==> src/common/vmc_regs.svh <==
`ifndef VMC_REGS_SVH
`define VMC_REGS_SVH

// Register offsets
`define VMC_OFF_VOLT_FIRST   8'h20
`define VMC_OFF_VOLT_LAST    8'h24
`define VMC_OFF_REMOTE1_TEMP 8'h25
`define VMC_OFF_LOCAL_TEMP   8'h26
`define VMC_OFF_REMOTE2_TEMP 8'h27
`define VMC_OFF_STATUS_TWO   8'h42
`define VMC_OFF_CODE         8'h43
`define VMC_OFF_FAN1_MIN_HI  8'h55
`define VMC_OFF_REMOTE1_OFS  8'h70
`define VMC_OFF_LOCAL_OFS    8'h71
`define VMC_OFF_REMOTE2_OFS  8'h72
`define VMC_OFF_CONFIG_TWO   8'h73
`define VMC_OFF_IRQ_MASK_TWO 8'h75
`define VMC_OFF_TEMP_FRAC    8'h77

// Field positions
`define VMC_CODE_SIXTH_BIT   5
`define VMC_CODE_INPUT_THRESHOLD_SELECT_BIT    6
`define VMC_CODE_SEL_BIT     7
`define VMC_STAT_FLAG_BIT    0
`define VMC_MASK_FLAG_BIT    0
`define VMC_CFG_AVG_OFF_BIT  4
`define VMC_CFG_BYPASS_BIT   5
`define VMC_CFG_SINGLE_BIT   6
`define VMC_CHSEL_MSB        7
`define VMC_CHSEL_LSB        5

// Reset values
`define VMC_RST_TEMP         8'h80
`define VMC_RST_FRAC         8'h00
`define VMC_RST_VOLT         8'h00
`define VMC_RST_CODE_CTRL    2'h0
`define VMC_RST_FAN1_MIN_HI  8'hFF
`define VMC_RST_OFFSET       8'h00
`define VMC_RST_CONFIG_TWO   8'h00
`define VMC_RST_IRQ_MASK_TWO 8'h00

// Timing, in ns, and the clock period
`define VMC_CLK_PERIOD_NS    8
`define VMC_CODE_WINDOW_NS   11000
`define VMC_VOLT_CONV_NS     711000
`define VMC_REMOTE_MEAS_NS   25500000
`define VMC_LOCAL_MEAS_NS    12000000
`define VMC_AVG_COUNT        16

`endif

==> src/common/vmc_pkg.sv <==
package vmc_pkg;

    typedef enum logic [2:0] {
        VMC_BUS_IDLE = 3'b000,
        VMC_BUS_ADDR = 3'b001,
        VMC_BUS_PTR  = 3'b010,
        VMC_BUS_WR   = 3'b011,
        VMC_BUS_RD   = 3'b100,
        VMC_BUS_SKIP = 3'b101
    } vmc_bus_e;

    typedef enum logic [1:0] {
        VMC_SEQ_PACE = 2'b00,
        VMC_SEQ_CONV = 2'b01
    } vmc_seq_e;

    typedef logic [2:0] vmc_chan_t;
    typedef logic [9:0] vmc_res_t;

endpackage : vmc_pkg

==> src/common/vmc_code_if.sv <==
`timescale 1ns/1ns
interface vmc_code_if;
    logic [5:0] level;
    logic       change;
    logic       use6;

    modport watch (input use6, output level, output change);
    modport core  (input level, input change, output use6);
endinterface : vmc_code_if

==> src/design/vmc_code_watch.sv <==
`timescale 1ns/1ns
`include "vmc_regs.svh"
module vmc_code_watch import vmc_pkg::*; #(
    parameter int WINDOW_CYC = `VMC_CODE_WINDOW_NS / `VMC_CLK_PERIOD_NS
) (
    input  wire logic       i_sys_clk,
    input  wire logic       i_nrst,
    input  wire logic [5:0] i_code_pin,
    vmc_code_if.watch       code
);
    logic [5:0]  meta_r;
    logic [5:0]  sync_r;
    logic [5:0]  prev_r;
    logic [15:0] win_cnt_r;
    logic        chg_r;
    logic [5:0]  mask;

    assign mask = code.use6 ? 6'h3F : 6'h1F;
    assign code.level  = sync_r;
    assign code.change = chg_r;

    always_ff @(posedge i_sys_clk or negedge i_nrst) begin
        if (!i_nrst) begin
            meta_r <= 6'h00;
            sync_r <= 6'h00;
        end else begin
            meta_r <= i_code_pin;
            sync_r <= meta_r;
        end
    end

    // Pattern compared with the one taken one window earlier
    always_ff @(posedge i_sys_clk or negedge i_nrst) begin
        if (!i_nrst) begin
            win_cnt_r <= 16'h0000;
            prev_r    <= 6'h00;
            chg_r     <= 1'b0;
        end else if (win_cnt_r == 16'(WINDOW_CYC - 1)) begin
            win_cnt_r <= 16'h0000;
            prev_r    <= sync_r;
            chg_r     <= code.use6 && ((sync_r & mask) != (prev_r & mask));
        end else begin
            win_cnt_r <= win_cnt_r + 16'h0001;
            chg_r     <= 1'b0;
        end
    end
endmodule : vmc_code_watch

==> src/design/vmc_top.sv <==
// Functional notes
// - Code register bits 0-4 show the five dedicated code input levels.
// - Bit 5 reads zero in 12 V mode, else the shared pin level.
// - Bit 6 is a writable threshold select: 0 nominal, 1 reduced.
// - Bit 7 selects shared pin role: 0 = 12 V input, 1 = sixth code.
// - In 12 V mode status bit 0 reports 12 V out-of-limit results.
// - In code mode status bit 0 sets when pattern differs from one window ago.
// - Code change drives the alert unless mask bit 0 is set.
// - Voltage results average 16 conversions; config bit 4 stores single ones.
// - Config bit 5 drives the attenuator bypass control.
// - Config bit 6 holds conversion on the selected channel only.
// - Fan1 minimum high bits 7:5 choose the single-mode channel.
// - Local temperature register holds upper eight result bits.
// - Temperatures are 10-bit two's complement in quarter degree steps.
// - Remote results average 16 cycles, each measurement paced at 25.5 ms / 16.
// - Two fraction bits per temperature go to the fraction register.
// - Channel offset, quarter degree steps, is added before storing.
// - The three offset registers reset to zero.
// - Reading fraction register freezes temperatures until all are read.
`timescale 1ns/1ns
`include "vmc_regs.svh"
module vmc_top import vmc_pkg::*; #(
    parameter logic [6:0] DEV_ADDR    = 7'h2E, // Arbitrary bus address
    parameter int         VOLT_CYC    = `VMC_VOLT_CONV_NS / `VMC_CLK_PERIOD_NS,
    parameter int         REMOTE_CYC  = `VMC_REMOTE_MEAS_NS / `VMC_CLK_PERIOD_NS / `VMC_AVG_COUNT,
    parameter int         LOCAL_CYC   = `VMC_LOCAL_MEAS_NS / `VMC_CLK_PERIOD_NS / `VMC_AVG_COUNT,
    parameter int         WINDOW_CYC  = `VMC_CODE_WINDOW_NS / `VMC_CLK_PERIOD_NS
) (
    input  wire logic       i_sys_clk,
    input  wire logic       i_nrst,
    input  wire logic       i_scl,
    input  wire logic       i_sda,
    output logic            o_sda_out,
    output logic            o_sda_oe,
    output logic            o_alert_n_out,
    output logic            o_alert_oe,
    input  wire logic [5:0] i_code_pin,
    input  wire logic       i_12v_out_of_limit,
    output logic            o_adc_start,
    output logic [2:0]      o_adc_chan,
    input  wire logic       i_conv_valid,
    input  wire logic [9:0] i_conv_data,
    output logic            o_avg_off,
    output logic            o_atten_bypass,
    output logic            o_single_chan,
    output logic            o_threshold_low,
    output logic            o_pin_as_code
);
    vmc_code_if code ();

    vmc_code_watch #(.WINDOW_CYC(WINDOW_CYC)) u_watch (
        .i_sys_clk  (i_sys_clk),
        .i_nrst     (i_nrst),
        .i_code_pin (i_code_pin),
        .code       (code)
    );

    logic [1:0]  code_ctrl_r;
    logic [7:0]  fan1_hi_r;
    logic [7:0]  ofs_r [5:7];
    logic [7:0]  cfg2_r;
    logic [7:0]  mask2_r;
    logic        flag_r;
    logic [7:0]  vol_r [0:4];
    vmc_res_t    live_r [5:7];
    vmc_res_t    vis_r [5:7];
    logic        freeze_r;
    logic [2:0]  seen_r;

    logic [1:0]  scl_meta_r, sda_meta_r;
    logic        scl_r, sda_r, scl_d_r, sda_d_r;
    vmc_bus_e    bus_st_r;
    logic [3:0]  bit_cnt_r;
    logic [7:0]  shift_r;
    logic [7:0]  tx_r;
    logic [7:0]  ptr_r;
    logic        ack_r;
    logic        rnw_r;
    logic        oe_r;
    logic        wr_stb_r;
    logic [7:0]  wr_data_r;
    logic        rd_stb;
    logic [7:0]  rd_data;

    logic        scl_rise, scl_fall, start_c, stop_c;

    assign code.use6       = code_ctrl_r[1];
    assign o_sda_out       = 1'b0;
    assign o_sda_oe        = oe_r;
    assign o_alert_n_out   = 1'b0;
    assign o_avg_off       = cfg2_r[`VMC_CFG_AVG_OFF_BIT];
    assign o_atten_bypass  = cfg2_r[`VMC_CFG_BYPASS_BIT];
    assign o_single_chan   = cfg2_r[`VMC_CFG_SINGLE_BIT];
    assign o_threshold_low = code_ctrl_r[0];
    assign o_pin_as_code   = code_ctrl_r[1];

    // Serial bus pins: two-flop synchronisers, then edge detection
    always_ff @(posedge i_sys_clk or negedge i_nrst) begin
        if (!i_nrst) begin
            scl_meta_r <= 2'h3;
            sda_meta_r <= 2'h3;
            scl_d_r    <= 1'b1;
            sda_d_r    <= 1'b1;
        end else begin
            scl_meta_r <= {scl_meta_r[0], i_scl};
            sda_meta_r <= {sda_meta_r[0], i_sda};
            scl_d_r    <= scl_r;
            sda_d_r    <= sda_r;
        end
    end
    assign scl_r    = scl_meta_r[1];
    assign sda_r    = sda_meta_r[1];
    assign scl_rise = scl_r && !scl_d_r;
    assign scl_fall = !scl_r && scl_d_r;
    assign start_c  = scl_r && scl_d_r && sda_d_r && !sda_r;
    assign stop_c   = scl_r && scl_d_r && !sda_d_r && sda_r;

    // Register read mux, fixed by the pointer
    always_comb begin
        rd_data = 8'h00;
        case (ptr_r)
            `VMC_OFF_REMOTE1_TEMP: rd_data = vis_r[5][9:2];
            `VMC_OFF_LOCAL_TEMP:   rd_data = vis_r[6][9:2];
            `VMC_OFF_REMOTE2_TEMP: rd_data = vis_r[7][9:2];
            `VMC_OFF_TEMP_FRAC:    rd_data = {vis_r[7][1:0], vis_r[6][1:0], vis_r[5][1:0], 2'h0};
            `VMC_OFF_STATUS_TWO:   rd_data = {7'h00, flag_r};
            `VMC_OFF_CODE:         rd_data = {code_ctrl_r,
                                              code.level[5] & code_ctrl_r[1],
                                              code.level[4:0]};
            `VMC_OFF_FAN1_MIN_HI:  rd_data = fan1_hi_r;
            `VMC_OFF_REMOTE1_OFS:  rd_data = ofs_r[5];
            `VMC_OFF_LOCAL_OFS:    rd_data = ofs_r[6];
            `VMC_OFF_REMOTE2_OFS:  rd_data = ofs_r[7];
            `VMC_OFF_CONFIG_TWO:   rd_data = cfg2_r;
            `VMC_OFF_IRQ_MASK_TWO: rd_data = mask2_r;
            default: begin
                if (ptr_r >= `VMC_OFF_VOLT_FIRST && ptr_r <= `VMC_OFF_VOLT_LAST) begin
                    rd_data = vol_r[3'(ptr_r - `VMC_OFF_VOLT_FIRST)];
                end
            end
        endcase
    end

    // A byte is fetched for transmit at the fall that ends an ack slot
    assign rd_stb = scl_fall && ack_r && !start_c && !stop_c &&
                    ((bus_st_r == VMC_BUS_ADDR && rnw_r) || (bus_st_r == VMC_BUS_RD));

    // Serial bus slave: address, pointer, write data, read data
    always_ff @(posedge i_sys_clk or negedge i_nrst) begin
        if (!i_nrst) begin
            bus_st_r  <= VMC_BUS_IDLE;
            bit_cnt_r <= 4'h0;
            shift_r   <= 8'h00;
            tx_r      <= 8'h00;
            ptr_r     <= 8'h00;
            ack_r     <= 1'b0;
            rnw_r     <= 1'b0;
            oe_r      <= 1'b0;
            wr_stb_r  <= 1'b0;
            wr_data_r <= 8'h00;
        end else begin
            wr_stb_r <= 1'b0;
            if (start_c) begin
                bus_st_r  <= VMC_BUS_ADDR;
                bit_cnt_r <= 4'h0;
                ack_r     <= 1'b0;
                oe_r      <= 1'b0;
            end else if (stop_c) begin
                bus_st_r <= VMC_BUS_IDLE;
                ack_r    <= 1'b0;
                oe_r     <= 1'b0;
            end else if (scl_rise) begin
                if (ack_r) begin
                    if (bus_st_r == VMC_BUS_RD && sda_r) begin
                        bus_st_r <= VMC_BUS_SKIP;
                        ack_r    <= 1'b0;
                    end
                end else if (bus_st_r == VMC_BUS_ADDR || bus_st_r == VMC_BUS_PTR ||
                             bus_st_r == VMC_BUS_WR) begin
                    shift_r   <= {shift_r[6:0], sda_r};
                    bit_cnt_r <= bit_cnt_r + 4'h1;
                end else if (bus_st_r == VMC_BUS_RD) begin
                    bit_cnt_r <= bit_cnt_r + 4'h1;
                end
            end else if (scl_fall) begin
                if (ack_r) begin
                    ack_r     <= 1'b0;
                    oe_r      <= 1'b0;
                    bit_cnt_r <= 4'h0;
                    case (bus_st_r)
                        VMC_BUS_ADDR: begin
                            if (rnw_r) begin
                                bus_st_r <= VMC_BUS_RD;
                                oe_r     <= !rd_data[7];
                                tx_r     <= {rd_data[6:0], 1'b1};
                            end else begin
                                bus_st_r <= VMC_BUS_PTR;
                            end
                        end
                        VMC_BUS_PTR: bus_st_r <= VMC_BUS_WR;
                        VMC_BUS_RD: begin
                            oe_r <= !rd_data[7];
                            tx_r <= {rd_data[6:0], 1'b1};
                        end
                        default: bus_st_r <= bus_st_r;
                    endcase
                end else if (bus_st_r == VMC_BUS_RD) begin
                    if (bit_cnt_r == 4'h8) begin
                        oe_r      <= 1'b0;
                        ack_r     <= 1'b1;
                        bit_cnt_r <= 4'h0;
                    end else begin
                        oe_r <= !tx_r[7];
                        tx_r <= {tx_r[6:0], 1'b1};
                    end
                end else if (bit_cnt_r == 4'h8) begin
                    bit_cnt_r <= 4'h0;
                    case (bus_st_r)
                        VMC_BUS_ADDR: begin
                            if (shift_r[7:1] == DEV_ADDR) begin
                                rnw_r <= shift_r[0];
                                ack_r <= 1'b1;
                                oe_r  <= 1'b1;
                            end else begin
                                bus_st_r <= VMC_BUS_SKIP;
                            end
                        end
                        VMC_BUS_PTR: begin
                            ptr_r <= shift_r;
                            ack_r <= 1'b1;
                            oe_r  <= 1'b1;
                        end
                        VMC_BUS_WR: begin
                            wr_stb_r  <= 1'b1;
                            wr_data_r <= shift_r;
                            ack_r     <= 1'b1;
                            oe_r      <= 1'b1;
                        end
                        default: bus_st_r <= bus_st_r;
                    endcase
                end
            end
        end
    end

    // Writable registers
    always_ff @(posedge i_sys_clk or negedge i_nrst) begin
        if (!i_nrst) begin
            code_ctrl_r <= `VMC_RST_CODE_CTRL;
            fan1_hi_r   <= `VMC_RST_FAN1_MIN_HI;
            cfg2_r      <= `VMC_RST_CONFIG_TWO;
            mask2_r     <= `VMC_RST_IRQ_MASK_TWO;
            for (int i = 5; i <= 7; i++) begin
                ofs_r[i] <= `VMC_RST_OFFSET;
            end
        end else if (wr_stb_r) begin
            case (ptr_r)
                `VMC_OFF_CODE:         code_ctrl_r <= wr_data_r[`VMC_CODE_SEL_BIT:`VMC_CODE_INPUT_THRESHOLD_SELECT_BIT];
                `VMC_OFF_FAN1_MIN_HI:  fan1_hi_r   <= wr_data_r;
                `VMC_OFF_REMOTE1_OFS:  ofs_r[5]    <= wr_data_r;
                `VMC_OFF_LOCAL_OFS:    ofs_r[6]    <= wr_data_r;
                `VMC_OFF_REMOTE2_OFS:  ofs_r[7]    <= wr_data_r;
                `VMC_OFF_CONFIG_TWO:   cfg2_r      <= wr_data_r;
                `VMC_OFF_IRQ_MASK_TWO: mask2_r     <= wr_data_r;
                default:               cfg2_r      <= cfg2_r;
            endcase
        end
    end

    // Status flag and alert; a new event wins over the clear-on-read
    always_ff @(posedge i_sys_clk or negedge i_nrst) begin
        if (!i_nrst) begin
            flag_r     <= 1'b0;
            o_alert_oe <= 1'b0;
        end else begin
            if ((code_ctrl_r[1] && code.change) ||
                (!code_ctrl_r[1] && i_12v_out_of_limit)) begin
                flag_r <= 1'b1;
            end else if (rd_stb && ptr_r == `VMC_OFF_STATUS_TWO) begin
                flag_r <= 1'b0;
            end
            o_alert_oe <= flag_r && !mask2_r[`VMC_MASK_FLAG_BIT];
        end
    end

    // Freeze of temperature readouts between fraction read and all temperature reads
    always_ff @(posedge i_sys_clk or negedge i_nrst) begin
        if (!i_nrst) begin
            freeze_r <= 1'b0;
            seen_r   <= 3'h0;
            for (int i = 5; i <= 7; i++) begin
                vis_r[i] <= {`VMC_RST_TEMP, 2'h0};
            end
        end else begin
            if (rd_stb && ptr_r == `VMC_OFF_TEMP_FRAC) begin
                freeze_r <= 1'b1;
                seen_r   <= 3'h0;
            end else if (freeze_r && rd_stb) begin
                if (ptr_r >= `VMC_OFF_REMOTE1_TEMP && ptr_r <= `VMC_OFF_REMOTE2_TEMP) begin
                    seen_r[2'(ptr_r - `VMC_OFF_REMOTE1_TEMP)] <= 1'b1;
                end
            end else if (freeze_r && seen_r == 3'h7) begin
                freeze_r <= 1'b0;
            end
            if (!freeze_r && !(rd_stb && ptr_r == `VMC_OFF_TEMP_FRAC)) begin
                for (int i = 5; i <= 7; i++) begin
                    vis_r[i] <= live_r[i];
                end
            end
        end
    end

    // Conversion sequencer with averaging and offset correction
    vmc_seq_e    seq_st_r;
    vmc_chan_t   chan_r;
    logic [19:0] pace_r;
    logic [3:0]  n_r;
    logic [14:0] acc_r;
    logic [14:0] sample_x;
    logic [14:0] sum_x;
    logic [9:0]  avg_x;
    logic [10:0] corr_x;
    vmc_res_t    temp_x;
    vmc_chan_t   sel_x;
    vmc_chan_t   next_chan;
    logic        last_x;
    logic [19:0] period_x;

    assign sel_x     = fan1_hi_r[`VMC_CHSEL_MSB:`VMC_CHSEL_LSB];
    assign next_chan = o_single_chan ? sel_x : vmc_chan_t'(chan_r + 3'h1);
    assign sample_x  = chan_r[2] && (chan_r != 3'h4) ? {{5{i_conv_data[9]}}, i_conv_data}
                                                     : {5'h00, i_conv_data};
    assign sum_x     = acc_r + sample_x;
    assign last_x    = o_avg_off || (n_r == 4'(`VMC_AVG_COUNT - 1));
    assign avg_x     = o_avg_off ? i_conv_data : sum_x[13:4];
    assign corr_x    = {avg_x[9], avg_x} + {{3{ofs_r[chan_r][7]}}, ofs_r[chan_r]};
    assign temp_x    = (corr_x[10] != corr_x[9]) ? {corr_x[10], {9{!corr_x[10]}}} : corr_x[9:0];

    always_comb begin
        case (next_chan)
            3'h5, 3'h7: period_x = 20'(REMOTE_CYC - 1);
            3'h6:       period_x = 20'(LOCAL_CYC - 1);
            default:    period_x = 20'(VOLT_CYC - 1);
        endcase
    end

    always_ff @(posedge i_sys_clk or negedge i_nrst) begin
        if (!i_nrst) begin
            seq_st_r    <= VMC_SEQ_PACE;
            chan_r      <= 3'h0;
            pace_r      <= 20'h0_0000;
            n_r         <= 4'h0;
            acc_r       <= 15'h0000;
            o_adc_start <= 1'b0;
            o_adc_chan  <= 3'h0;
            for (int i = 0; i <= 4; i++) begin
                vol_r[i] <= `VMC_RST_VOLT;
            end
            for (int i = 5; i <= 7; i++) begin
                live_r[i] <= {`VMC_RST_TEMP, 2'h0};
            end
        end else begin
            o_adc_start <= 1'b0;
            case (seq_st_r)
                VMC_SEQ_PACE: begin
                    if (pace_r == 20'h0_0000) begin
                        o_adc_start <= 1'b1;
                        o_adc_chan  <= chan_r;
                        seq_st_r    <= VMC_SEQ_CONV;
                    end else begin
                        pace_r <= pace_r - 20'h0_0001;
                    end
                end
                VMC_SEQ_CONV: begin
                    if (i_conv_valid) begin
                        seq_st_r <= VMC_SEQ_PACE;
                        if (last_x) begin
                            if (chan_r[2] && chan_r != 3'h4) begin
                                live_r[chan_r] <= temp_x;
                            end else if (chan_r <= 3'h4) begin
                                vol_r[chan_r] <= avg_x[9:2];
                            end
                            acc_r  <= 15'h0000;
                            n_r    <= 4'h0;
                            chan_r <= next_chan;
                            pace_r <= period_x;
                        end else begin
                            acc_r  <= sum_x;
                            n_r    <= n_r + 4'h1;
                            pace_r <= (chan_r == 3'h5 || chan_r == 3'h7) ? 20'(REMOTE_CYC - 1) :
                                      (chan_r == 3'h6) ? 20'(LOCAL_CYC - 1) : 20'(VOLT_CYC - 1);
                        end
                    end
                end
                default: seq_st_r <= VMC_SEQ_PACE;
            endcase
        end
    end
endmodule : vmc_top

==> config.mk <==
export PLATFORM = sky130hd
export DESIGN_NAME = vmc_top
export DESIGN_NICKNAME = d
export VERILOG_FILES = /design/src/common/vmc_pkg.sv /design/src/common/vmc_code_if.sv /design/src/design/vmc_code_watch.sv /design/src/design/vmc_top.sv
export VERILOG_INCLUDE_DIRS = /design/src /design/src/common
export SDC_FILE = /design/constraint.sdc
export NUM_CORES = 1
export LEC_CHECK = 0
export ABC_AREA = 1
export BUFFER_PORTS_ARGS = -buffer_cell sky130_fd_sc_hd__buf_2
export CELL_PAD_IN_SITES_DETAIL_PLACEMENT = 0
export CELL_PAD_IN_SITES_GLOBAL_PLACEMENT = 1
export CORE_MARGIN = 2
export CORE_UTILIZATION = 43
export CTS_CLUSTER_SIZE = 20
export DETAILED_ROUTE_END_ITERATION = 8
export PLACE_DENSITY_LB_ADDON = 0.1
export SLEW_MARGIN = 20
export SYNTH_ARGS = -nofsm -noshare
export SYNTH_HDL_FRONTEND = slang
export SYNTH_SLANG_ARGS = --single-unit
export TNS_END_PERCENT = 10
==> constraint.sdc <==
create_clock -name i_sys_clk -period 3.8 [get_ports i_sys_clk]
set_input_delay 0.19 -clock i_sys_clk [delete_from_list [all_inputs] [get_ports i_sys_clk]]
set_output_delay 0.19 -clock i_sys_clk [all_outputs]
set_load 0.05 [all_outputs]
==> flow_summary.ini <==
[sta]
fmax_ghz = 0.272
clock-skew-final_ns = 0.0194
slew_viol_final = 0
slew-limit-headroom_pct = 37.2
min_period_ns = 3.67
setup-violations-final = 0
finalHoldViolations = 0
tightestPinTransition_ns = 0.942
fin_worst_hold_slack_ns = 0.0612
layout_setup_ws_ns = 0.127
fin_crit_sh_pct = 96.7

[logic_synthesis]
synth-edff-count = 0
ys.flop_type = dfrtp_1
syn-mean-instance-area_um2 = 8.39
synth.distinct_cells = 59
ys_ff_latch = 286
yosys_warnings = 0
yosysSeqAreaShare_pct = 50.2
syn_area_um2 = 14300
syn_inst = 1704
async_reset_ff_share_pct = 100

[clocking]
clk_pin_slew_ns = 0.07
cts_max_path_buffers = 3
clock_latency_ns = 0.52
cts_sinks = 286
htreeDepth = 2
cts-root-buf = clkbuf_16
cts_buffers = 35
cts_tree = done

[finish]
drive_gt1_share_pct = 16.7
seq_area_um2 = 7180
fin_cells = 2285
multi_input_area_um2 = 6370
final_area_um2 = 16900
area_growth_pct = 18.2
antenna-diode-count = 0
fin_nets = 1874
fill_cells = 3106

[detailed_routing]
drt_iter0_markers = 925
ant_nets = 0
wirelength_mm = 40.3
vias = 11900
via_per_inst = 5.19
first_pass_iters = 5
wl_per_cell_um = 17.6
drc = 0

[critical_path]
cpPeakStageDelay_ns = 0.38
crit_path_max_fanout = 8
endpoint_kind = flip-flop
path_common_cell = nand3_2
worstSetupStartpointType = flip-flop
required_ns = 4.20
crit_type = flip-flop to flip-flop
cp_slowest_cell = dfrtp_1
worstPathArrival_ns = 4.07

[global_route]
grt_max_degree = 114
grt_pass1_vias = 11400
grtUsageTotal_pct = 23.3
grt_first_pass_wirelength_mm = 64.1
grt.overflow.total = 0
antenna_found_initial = 0

[pwr]
irDropWorstVdd_v = 0.000283
p_per_area_nw_per_um2 = 407
leakagePower_nw = 8.03

[flow_run]
drv_cap = 0

[placed_design]
io_buffers = 32
placed_cells = 2205
post-place-ws_ns = -0.0676
place_congestion = 0.850
place_area_um2 = 15300
dp_hpwl_mm = 28.8

[die]
start_util_pct = 43.8
core_area_um2 = 32600
die_y_um = 186
rows = 66
io_pins = 35
die_area_um2 = 34700
fp.dieW_um = 186

[run_status]
status = finished, final reports clean

[worst_hold_path]
hold_path.class = input port to flip-flop
-- path summary, 6_finish.rpt --
path	from	end	slack, ns	cells after the start
worst min-delay path	i_conv_data[0]	acc_r[0]$_DFFE_PN0P_	0.06	3
min in group asynchronous	i_nrst	vis_r[16]$_DFFE_PN0P_	0.31	2
worst max register to register	acc_r[0]$_DFFE_PN0P_	live_r[10]$_DFFE_PN0P_	0.13	25
max in group asynchronous	i_nrst	fan1_hi_r[2]$_DFFE_PN1P_	2.40	3
worst max-delay path	acc_r[0]$_DFFE_PN0P_	live_r[10]$_DFFE_PN0P_	0.13	25
worst min register to register	u_watch.meta_r[3]$_DFF_PN0_	u_watch.code.level[3]$_DFF_PN0_	0.35	0
-- cells by family after synthesis --
group,synth area share [%]
and+or+nand+nor,21.8
AOI/OAI and AO/OA,14.2
buffers and inverters,7.13
xor gates and xnor gates,1.90
muxes,1.57
DFF,50.2
other,0.0262
adders and majority gates,3.08
-- cell usage in the layout (no fill, tap or decap), drive strengths merged, types with 3 or more instances in the layout --
| cell | count |
|---|---|
| nor3 | 27 |
| clkbuf | 54 |
| a31oi | 9 |
| nor4 | 12 |
| a22o | 5 |
| nor2 | 113 |
| clkinv | 15 |
| xor2 | 25 |
| dfstp | 20 |
| ha | 32 |
| or2 | 7 |
| a221oi | 11 |
| o41ai | 3 |
| a21oi | 51 |
| xnor2 | 6 |
| dlygate4sd3 | 10 |
| o221ai | 4 |
| a22oi | 5 |
| mux2 | 19 |
| buf | 105 |
| nand2 | 463 |
| dfrtp | 266 |
| nand3 | 80 |
| inv | 208 |
| o21ai | 213 |
| nand4 | 17 |
| o22ai | 28 |
| o211ai | 13 |
-- layer usage --
metal | vias up | GRT usage, % | share of wire (%)
met4 | 0 | 7.26 | 3.1
met3 | 91 | 3.20 | 3.9
met5 | - | 0 | 0
met1 | 5712 | 33.7 | 48
met2 | 222 | 36.2 | 45
li1 | 5842 | - | -
-- where the power goes --
group / switching (mW) / internal (mW)
combinational: 0.342 / 0.155
clock: 1.30 / 1.92
sequential: 0.0426 / 3.12
total: 1.68 / 5.19
-- per-stage QoR --
step                      TNS [ns]  total power, mW  utilization (%)
final                            0             6.87             51.8
after global routing         -1.42             7.16             51.8
after CTS                        0             6.93             50.9
after detailed placement    -0.648             3.68             47.1
after global placement      -0.181             3.67             47.1
after floorplan                  0             3.46                -
-- registers in the layout, indices dropped and copies added (netlist names), 14 cells and up --
register and flops:
vis_r 30, pace_r 20, acc_r 14, vol_r 40
u_watch.win_cnt_r 16, ofs_r 24, live_r 30
-- cell type report --
cell class | count | share of cell area, %
Sequential cell | 286 | 42.5
Multi-Input combinational cell | 1164 | 37.7
Clock buffer | 54 | 6.27
Timing Repair Buffer | 115 | 5.09
Inverter | 216 | 4.81
Tap cell | 442 | 3.27
Clock inverter | 8 | 0.296
-- cell usage after synthesis, types with 20 or more instances --
| cell | number | area share [%] |
|---|---|---|
| xor2_1 | 25 | 1.5 |
| inv_1 | 200 | 5.3 |
| nor2_1 | 107 | 2.8 |
| a21oi_1 | 49 | 1.7 |
| dfstp_2 | 20 | 3.7 |
| nand3_1 | 71 | 2.5 |
| nand2_1 | 442 | 12 |
| o21ai_0 | 209 | 7.3 |
| clkbuf_1 | 21 | 0.55 |
| dfrtp_1 | 266 | 47 |
| ha_1 | 32 | 2.8 |
| o22ai_1 | 28 | 1.2 |
| nor3_1 | 24 | 0.84 |
-- worst max-delay path: cells and delay by family (launching register included) --
family / cells / cell delay (ns)
AND/OR/NAND/NOR: 14 / 1.38
adder cells (fa/ha/maj): 3 / 0.84
flip-flops: 1 / 0.38
AO/OA/AOI/OAI: 4 / 0.45
buffers and inverters: 3 / 0.33
XOR/XNOR: 1 / 0.17
-- what timing repair did --
| item | CTS | global route |
|---|---|---|
| resized for setup | 5 | 63 |
| gates cloned | 1 | 0 |
| setup buffers | 0 | 7 |
| endpoints found under the hold margin | 103 | 0 |
| hold buffers | 10 | 0 |
| pin swaps | 3 | 22 |
| endpoints found under the setup margin | 27 | 30 |
Note: power is estimated with default switching activity, not from simulation.
